[config.mk]
export PLATFORM = sky130hd
export DESIGN_NAME = dbio_top
export DESIGN_NICKNAME = d
export VERILOG_FILES = /design/src/common/dbio_pkg.sv /design/src/common/dbio_port_if.sv /design/src/hw/dbio_top.sv /design/src/hw/dbio_port_slice.sv
export SDC_FILE = /design/constraint.sdc
export NUM_CORES = 1
export LEC_CHECK = 0
export BUFFER_PORTS_ARGS = -buffer_cell sky130_fd_sc_hd__buf_2
export CAP_MARGIN = 30
export CORE_ASPECT_RATIO = 0.5
export CORE_MARGIN = 2
export CORE_UTILIZATION = 50
export DETAILED_ROUTE_END_ITERATION = 10
export PLACE_DENSITY = 0.87
export SKIP_CTS_REPAIR_TIMING = 1
export SYNTH_ARGS = -nofsm -noshare
export SYNTH_HDL_FRONTEND = slang
export SYNTH_HIERARCHICAL = 1
export SYNTH_SLANG_ARGS = --single-unit
export TNS_END_PERCENT = 10
[constraint.sdc]
create_clock -name clk_sys -period 2.4 [get_ports clk_sys]
set_clock_uncertainty 0.2 [all_clocks]
set_input_delay 0.72 -clock clk_sys [delete_from_list [all_inputs] [get_ports clk_sys]]
set_output_delay 0.72 -clock clk_sys [all_outputs]
set_load 0.02 [all_outputs]
[src/common/dbio_pkg.sv]
package dbio_pkg;

  // ****************************************
  // Widths
  // ****************************************
  localparam int ADDR_W     = 10;
  localparam int DATA_W     = 8;
  localparam int PORT_LINES = 8;

  // ****************************************
  // I/O addresses, standard and alternate base
  // ****************************************
  localparam logic [9:0] STD_CTRL_ADDR = 10'h0E2;
  localparam logic [9:0] STD_LOW_ADDR  = 10'h0E6;
  localparam logic [9:0] STD_HIGH_ADDR = 10'h0E7;
  localparam logic [9:0] ALT_CTRL_ADDR = 10'h1E2;
  localparam logic [9:0] ALT_LOW_ADDR  = 10'h1E6;
  localparam logic [9:0] ALT_HIGH_ADDR = 10'h1E7;

  // ****************************************
  // Control register fields
  // ****************************************
  localparam int LOW_DIR_BIT  = 0;
  localparam int HIGH_DIR_BIT = 1;

  // ****************************************
  // Reset values
  // ****************************************
  localparam logic       DIR_RST   = 1'h0;
  localparam logic       ACK_RST   = 1'h0;
  localparam logic       ALT_RST   = 1'h0;
  localparam logic [7:0] LATCH_RST = 8'h00;
  localparam logic [7:0] RDATA_RST = 8'h00;
  localparam logic [7:0] OE_N_RST  = 8'hFF;
  localparam logic [7:0] LINE_RST  = 8'h00;

endpackage

[src/common/dbio_port_if.sv]
`timescale 1ns/10ps
interface dbio_port_if;
  logic       wr_stb;
  logic [7:0] wr_data;
  logic       dir_out;
  logic [7:0] rd_value;

  modport ctl  (output wr_stb, output wr_data, output dir_out, input rd_value);
  modport port (input wr_stb, input wr_data, input dir_out, output rd_value);
endinterface

[src/hw/dbio_top.sv]
`timescale 1ns/10ps
module dbio_top (
  input  wire logic        clk_sys,
  input  wire logic        reset,
  input  wire logic        alt_base_sel,
  input  wire logic [9:0]  io_addr,
  input  wire logic        io_wr,
  input  wire logic        io_rd,
  input  wire logic [7:0]  io_wdata,
  output logic      [7:0]  io_rdata,
  output logic             io_rd_ack,
  input  wire logic [15:0] line_in,
  output logic      [15:0] line_out,
  output logic      [15:0] line_oe_n
);

  // ****************************************
  // Declarations
  // ****************************************
  logic       alt_sync1_ff;
  logic       alt_ff;
  logic       low_dir_ff;
  logic       high_dir_ff;
  logic [7:0] rdata_ff;
  logic [7:0] nxt_rdata;
  logic       rd_ack_ff;
  logic       hit_ctrl;
  logic       hit_low;
  logic       hit_high;
  logic [9:0] ctrl_addr;
  logic [9:0] low_addr;
  logic [9:0] high_addr;
  logic [7:0] ctrl_value;

  // Next values and strobes
  logic       nxt_low_dir;
  logic       nxt_high_dir;
  logic       nxt_rd_ack;
  logic       ctrl_wr;
  logic       low_wr;
  logic       high_wr;
  logic       map_hit;

  // ****************************************
  // Port carriers
  // ****************************************
  dbio_port_if low_if ();
  dbio_port_if high_if ();

  // ****************************************
  // Base synchroniser
  // ****************************************
  // Setup strap is static, but it comes from off this clock
  always_ff @(posedge clk_sys) begin
    if (reset) begin
      alt_sync1_ff <= dbio_pkg::ALT_RST;
      alt_ff       <= dbio_pkg::ALT_RST;
    end else begin
      alt_sync1_ff <= alt_base_sel;
      alt_ff       <= alt_sync1_ff;
    end
  end

  // ****************************************
  // Base select
  // ****************************************
  // A strap change lands two clocks late; avoid it mid-access
  always_comb begin
    if (alt_ff) begin
      ctrl_addr = dbio_pkg::ALT_CTRL_ADDR;
      low_addr  = dbio_pkg::ALT_LOW_ADDR;
      high_addr = dbio_pkg::ALT_HIGH_ADDR;
    end else begin
      ctrl_addr = dbio_pkg::STD_CTRL_ADDR;
      low_addr  = dbio_pkg::STD_LOW_ADDR;
      high_addr = dbio_pkg::STD_HIGH_ADDR;
    end
  end

  // ****************************************
  // Address decode
  // ****************************************
  // Full ten-bit match, so no aliases elsewhere in I/O space
  always_comb begin
    hit_ctrl = (io_addr == ctrl_addr);
    hit_low  = (io_addr == low_addr);
    hit_high = (io_addr == high_addr);
    map_hit  = hit_ctrl || hit_low || hit_high;
  end

  // ****************************************
  // Write strobes
  // ****************************************
  // Unmapped writes raise no strobe and change nothing
  assign ctrl_wr = io_wr && hit_ctrl;
  assign low_wr  = io_wr && hit_low;
  assign high_wr = io_wr && hit_high;

  // ****************************************
  // Direction control
  // ****************************************
  always_ff @(posedge clk_sys) begin
    if (reset) begin
      low_dir_ff  <= dbio_pkg::DIR_RST;
      high_dir_ff <= dbio_pkg::DIR_RST;
    end else begin
      low_dir_ff  <= nxt_low_dir;
      high_dir_ff <= nxt_high_dir;
    end
  end

  // Pins follow one clock after the bit, as the drive enable is registered
  always_comb begin
    nxt_low_dir  = low_dir_ff;
    nxt_high_dir = high_dir_ff;
    if (ctrl_wr) begin
      nxt_low_dir  = io_wdata[dbio_pkg::LOW_DIR_BIT];
      nxt_high_dir = io_wdata[dbio_pkg::HIGH_DIR_BIT];
    end
  end

  // ****************************************
  // Control readback
  // ****************************************
  // Analog status bits live elsewhere and read as zero here
  always_comb begin
    ctrl_value                          = 8'h00;
    ctrl_value[dbio_pkg::LOW_DIR_BIT]  = low_dir_ff;
    ctrl_value[dbio_pkg::HIGH_DIR_BIT] = high_dir_ff;
  end

  // ****************************************
  // Port wiring
  // ****************************************
  // Both ports share the write data; only the strobe and the direction bit differ
  assign low_if.wr_stb   = low_wr;
  assign low_if.wr_data  = io_wdata;
  assign low_if.dir_out  = low_dir_ff;

  assign high_if.wr_stb  = high_wr;
  assign high_if.wr_data = io_wdata;
  assign high_if.dir_out = high_dir_ff;

  // ****************************************
  // Port slices
  // ****************************************
  // Bit n of each register maps to line n of its port
  dbio_port_slice u_low (
    .clk_sys  (clk_sys),
    .reset    (reset),
    .bus      (low_if.port),
    .pin_in   (line_in[7:0]),
    .pin_out  (line_out[7:0]),
    .pin_oe_n (line_oe_n[7:0])
  );

  dbio_port_slice u_high (
    .clk_sys  (clk_sys),
    .reset    (reset),
    .bus      (high_if.port),
    .pin_in   (line_in[15:8]),
    .pin_out  (line_out[15:8]),
    .pin_oe_n (line_oe_n[15:8])
  );

  // ****************************************
  // Read path
  // ****************************************
  // Unmapped addresses read zero so a stray read is harmless
  always_comb begin
    nxt_rdata = 8'h00;
    if (hit_low) begin
      nxt_rdata = low_if.rd_value;
    end else if (hit_high) begin
      nxt_rdata = high_if.rd_value;
    end else if (hit_ctrl) begin
      nxt_rdata = ctrl_value;
    end
  end

  // Unmapped reads get no ack, leaving the bus to others
  assign nxt_rd_ack = io_rd && map_hit;

  // Ack rises one clock after a mapped read and stays high for as long as io_rd is held
  always_ff @(posedge clk_sys) begin
    if (reset) begin
      rd_ack_ff <= dbio_pkg::ACK_RST;
    end else begin
      rd_ack_ff <= nxt_rd_ack;
    end
  end

  // Data holds until the next read, so a late master still sees it
  always_ff @(posedge clk_sys) begin
    if (reset) begin
      rdata_ff <= dbio_pkg::RDATA_RST;
    end else if (io_rd) begin
      rdata_ff <= nxt_rdata;
    end
  end

  // ****************************************
  // Outputs
  // ****************************************
  assign io_rdata  = rdata_ff;
  assign io_rd_ack = rd_ack_ff;

endmodule

[src/hw/dbio_port_slice.sv]
`timescale 1ns/10ps
module dbio_port_slice (
  input  wire logic       clk_sys,
  input  wire logic       reset,
  dbio_port_if.port       bus,
  input  wire logic [7:0] pin_in,
  output logic      [7:0] pin_out,
  output logic      [7:0] pin_oe_n
);

  logic [7:0] latch_ff;
  logic [7:0] sync1_ff;
  logic [7:0] sync2_ff;
  logic [7:0] oe_n_ff;

  // ****************************************
  // Output latch
  // ****************************************
  // Latch loads even in input mode, so output starts clean
  always_ff @(posedge clk_sys) begin
    if (reset) begin
      latch_ff <= dbio_pkg::LATCH_RST;
    end else if (bus.wr_stb) begin
      latch_ff <= bus.wr_data;
    end
  end

  // ****************************************
  // Drive enable
  // ****************************************
  always_ff @(posedge clk_sys) begin
    if (reset) begin
      oe_n_ff <= dbio_pkg::OE_N_RST;
    end else begin
      oe_n_ff <= {8{~bus.dir_out}};
    end
  end

  // ****************************************
  // Pin synchroniser
  // ****************************************
  always_ff @(posedge clk_sys) begin
    if (reset) begin
      sync1_ff <= dbio_pkg::LINE_RST;
      sync2_ff <= dbio_pkg::LINE_RST;
    end else begin
      sync1_ff <= pin_in;
      sync2_ff <= sync1_ff;
    end
  end

  assign pin_out  = latch_ff;
  assign pin_oe_n = oe_n_ff;

  // Output mode reads the latch back, not the pins
  assign bus.rd_value = bus.dir_out ? latch_ff : sync2_ff;

endmodule

# Word-level counts from Yosys, hierarchy flattened
# Cells that the tools add are included.
# totals
register_bits	63
inputBits	39
output_inout_bits	41
word_cells	33
# classes
eq_ne	3
mux	8
bitwise_logic	2
n_reduce_logical	6
# ops
operator	count
8-bit two-way mux	4
10-bit equality test	3
9-bit two-way mux	3
1-bit logical AND	4
1-bit logical OR	2
2-bit two-way mux	1
1-bit NOT	2

# Depth between registers and ports, before layout
# depth
depth_word	5
ltp_mapped	6
depth_no_buf	5

# Hierarchy
# The synthesis kept the hierarchy.
# modules_own_cells
mod	n_inst	cells_per_inst	area_each_um2	seq_area_each_um2
dbio_port_slice	2	77	920.9	500.5
dbio_top	1	72	686.9	260.2

# Worst setup path before layout
# OpenSTA, ideal clock, no wires.
# synth_timing
path_kind	input -> register
startpoint	in io_addr[0]
endpoint	reg u_low.latch_ff[0] (netlist: u_low/pin_out[0])
setup_time_ps	114
t_arrival_ps	1930
t_required_ps	2086
slack_ps	156
stages	6
n_path_buf	1
cell_sequence	or3b_4 nor4_4 and2_2 buf_4 mux2i_1 nor2_1
# synth_between
elab_chain_cells	2
# synth_lines
item	line	rtl
start, declared	dbio_top.sv:6	input wire logic [9:0] io_addr,
10-bit equality test	dbio_top.sv:86	hit_low = (io_addr == low_addr);
1-bit logical AND	dbio_top.sv:96	assign low_wr = io_wr && hit_low;
net low_if.wr_stb	dbio_port_if.sv:3	logic wr_stb;
end signal, assigned	dbio_port_slice.sv:22	latch_ff <= dbio_pkg::LATCH_RST;
end signal, assigned	dbio_port_slice.sv:24	latch_ff <= bus.wr_data;
end, declared	dbio_port_slice.sv:11	logic [7:0] latch_ff;
# The timed path passes the listed nets, and every way through them passes these cells.
# A chain may end at the register's enable or synchronous reset.

# Worst setup path after layout
# layout_timing
startpoint	in io_addr[9]
endpoint	reg u_low.latch_ff[4] (netlist: u_low/pin_out[4])
# Same word-level chain as after synthesis.

==> out/summary.txt <==
Nets -> 339
Min-Delay Path Class -> flop to flop
Comb power frac -> 6.6%
Post-place setup slack -> 0.0162 ns
Initial antenna violation count -> 0
Fin crit share -> 88.4%
Largest family of logic cells by synthesized area -> simple AND/OR/NAND/NOR gates
Crit path DAT -> 2.14 ns
Die W -> 105 um
Pwr per Cell Area -> 681 nW/um2
Final setup viols -> 0
Initial DRT Pass Iterations -> 4
RSZ-0062 raised after global routing -> no
Design area -> 3090 um2
Slew of the pin with the lowest slew margin -> 0.644 ns
Initial Utilization -> 51.7%
Crit. End Element -> flop
# fillers -> 374
DR WL/cell -> 14.9 um
Sw Ratio -> 22.7%
Mean Syn Cell Area -> 11.2 um2
Power share of the clock group -> 41.7%
Fin worst setup slack -> 0.279 ns
Rel. slew slack -> 57.1%
I/O Buffers -> 79
Sequential fraction of design power -> 51.7%
Clock-pin slew on the worst setup and hold paths -> 0.07 ns
Dpl cell area -> 2900 um2
Vias -> 1874
Leak pwr -> 1.31 nW
Max Cap Viol -> 0
Clk buf depth -> 2
FP Rows -> 18
Final ANT Viol Nets -> 0
Die area -> 5680 um2
Post-synthesis adder-cell area fraction -> 0%
WL final -> 5600 um
Diodes inserted -> 0
Vias in the first global route -> 1683
Pin count of the biggest net entering global routing -> 39
Routability cong. -> 0.828
Initial DRC count -> 111
Complex-gate fraction of the synthesized area -> 4.26%
Register area share after synthesis -> 49.9%
Slew Viols, Final -> 0
Max Fanout on Critical Path -> 8
Max VDD drop -> 325 uV
CP Launch Type -> input port
Placeable Area -> 4890 um2
Fraction of synthesized cell area in xor and xnor cells -> 0.643%
Vert. Die Dim -> 54.3 um
CTS root buf -> clkbuf_8
Fin. Hold Viols -> 0
Vias per std cell -> 5.00
Post-synthesis mux area share -> 16.7%
FMAX -> 471 MHz
NetSw -> 0.477 mW
Internal -> 1.63 mW
Netlist cell types -> 31
Ys Warns -> 6
Fraction of the mapped netlist area in simple logic gates -> 21.3%
Critical path type -> input port to flop
Fin crit period -> 2.12 ns
H-Tree Depth -> 3
Cells after Synth -> 226
Remaining global-route overflow -> 0
DRC errors left -> 0
Mapped Area -> 2530 um2
First-pass GRT wire length -> 8270 um
Top-Level Pins -> 80
Data required, critical path -> 2.42 ns
Hpwl dp -> 3880 um
Mapped Nets -> 265
Area Overhead vs Synth -> 22.2%
Register bit count reported by yosys -> 63
Setup TNS -> 0 ns
Status -> completed
Gr usage total -> 19.9%
CTS tree -> done
CTS Sinks -> 63
CTS Buf Count -> 9
Clk_lat worst skew -> 0.34 ns
Share of cells above drive strength 1 -> 43.3%
## area by class of cell
| class | count | area [um2] | area share [%] |
|---|---|---|---|
| Clock inverter | 5 | 58.8 | 1.90 |
| Inverter | 1 | 3.75 | 0.121 |
| Sequential cell | 63 | 1260 | 40.8 |
| Timing Repair Buffer | 88 | 463 | 15.0 |
| Clock buffer | 11 | 131 | 4.25 |
| Tap cell | 70 | 87.6 | 2.83 |
| Multi-Input combinational cell | 137 | 1080 | 35.1 |
## state kept, by name, summed over array words and instances, names as in the netlist, 8 cells and up
register / flops
io_rdata: 8
u_high/pin_out: 8
u_high/sync1_ff: 8
u_high/sync2_ff: 8
u_low/pin_out: 8
u_low/sync1_ff: 8
u_low/sync2_ff: 8
## cells by family (layout without fill, tap and decap cells)
family | count (synthesis) | in the layout
AND/OR/NAND/NOR | 88 | 88
buffers and inverters | 26 | 105
flip-flops | 63 | 63
AO/OA/AOI/OAI | 14 | 14
multiplexers | 34 | 34
XOR/XNOR | 1 | 1
## cell usage after synthesis
| master | number | area, um2 |
|---|---|---|
| a22oi_1 | 2 | 15.0 |
| a21oi_1 | 2 | 10.0 |
| xor2_2 | 1 | 16.3 |
| dfxtp_1 | 63 | 1260 |
| or4_1 | 1 | 7.51 |
| nor2_1 | 23 | 86.3 |
| mux2i_1 | 16 | 160 |
| and3_1 | 1 | 6.26 |
| nand2b_1 | 2 | 12.5 |
| or2_2 | 1 | 6.26 |
| inv_1 | 1 | 3.75 |
| nand2b_4 | 1 | 13.8 |
| clkbuf_1 | 3 | 11.3 |
| mux2_2 | 2 | 22.5 |
| buf_4 | 18 | 135 |
| and2_2 | 2 | 15.0 |
| nand3_1 | 6 | 30.0 |
| nor3_1 | 1 | 5.00 |
| nand4_1 | 2 | 12.5 |
| mux2_4 | 16 | 240 |
| buf_6 | 2 | 22.5 |
| or3b_4 | 1 | 11.3 |
| o31ai_1 | 4 | 30.0 |
| nand2_1 | 7 | 26.3 |
| or3b_2 | 2 | 17.5 |
| nor2b_1 | 34 | 213 |
| nand4b_4 | 1 | 23.8 |
| buf_2 | 2 | 10.0 |
| a311oi_1 | 6 | 52.6 |
| and2b_2 | 1 | 8.76 |
| nor4_4 | 2 | 42.5 |
## placed cells by master, fill, tap and decap left out, drive strengths merged
master	instances
a21oi	2
or4	1
xor2	1
bufinv	1
nand4b	1
nand2	7
nor2b	34
clkinv	2
dfxtp	63
clkbuf	11
nor3	1
and2	2
and2b	1
nor2	23
mux2i	16
nand4	2
and3	1
nand3	6
mux2	18
o31ai	4
a311oi	6
or3b	3
or2	1
a22oi	2
nor4	2
clkinvlp	2
inv	1
buf	88
nand2b	3
## worst max-delay path: stages
cell and delay, ns:
buf_2 0.13, or3b_4 0.38, nor4_4 0.15, and2_2 0.36
mux2i_1 0.32, nor2_1 0.07
## worst paths after layout
| path | startpoint | slack, ns | cells after the start | endpoint |
|---|---|---|---|---|
| hold / removal | u_high/sync1_ff[1]$_SDFF_PP0_ | 0.23 | 1 | u_high/sync2_ff[1]$_SDFF_PP0_ |
| setup / recovery | io_addr[9] | 0.28 | 6 | u_low/pin_out[4]$_SDFFE_PP0P_ |
| hold reg to reg | u_high/sync1_ff[1]$_SDFF_PP0_ | 0.23 | 1 | u_high/sync2_ff[1]$_SDFF_PP0_ |
| setup reg to reg | alt_ff$_SDFF_PP0_ | 0.55 | 5 | u_low/pin_out[4]$_SDFFE_PP0P_ |
## metal layers
metal  global-route usage [%]  wire length (um)
met4                     11.8               212
met3                     8.21               452
met5                        0                 0
met1                     22.0              2290
met2                     34.1              2650
## metrics by stage
| stage | hold WS [ns] | power [mW] | utilization [%] | cells |
|---|---|---|---|---|
| 6_report | 0.233 | 2.10 | 63.2 | 375 |
| 5_1_grt | 0.255 | 2.18 | 63.2 | 375 |
| 4_1_cts | 0.237 | 2.12 | 63.2 | 375 |
| 2_1_floorplan | 0.214 | 1.18 | - | 226 |
| 3_3_place_gp | 0.223 | 1.24 | 59.3 | 359 |
| 3_5_place_dp | 0.226 | 1.25 | 59.3 | 359 |
## power by group through the flow
stage / sequential, mW / combinational, mW / clock, mW
finish: 1.09 / 0.139 / 0.877
global route: 1.09 / 0.152 / 0.941
detailed placement: 1.11 / 0.137 / 0
CTS: 1.09 / 0.139 / 0.890
floorplan: 1.11 / 0.0714 / 0
global placement: 1.11 / 0.133 / 0
No activity file was read; power rests on OpenSTA's default activity.
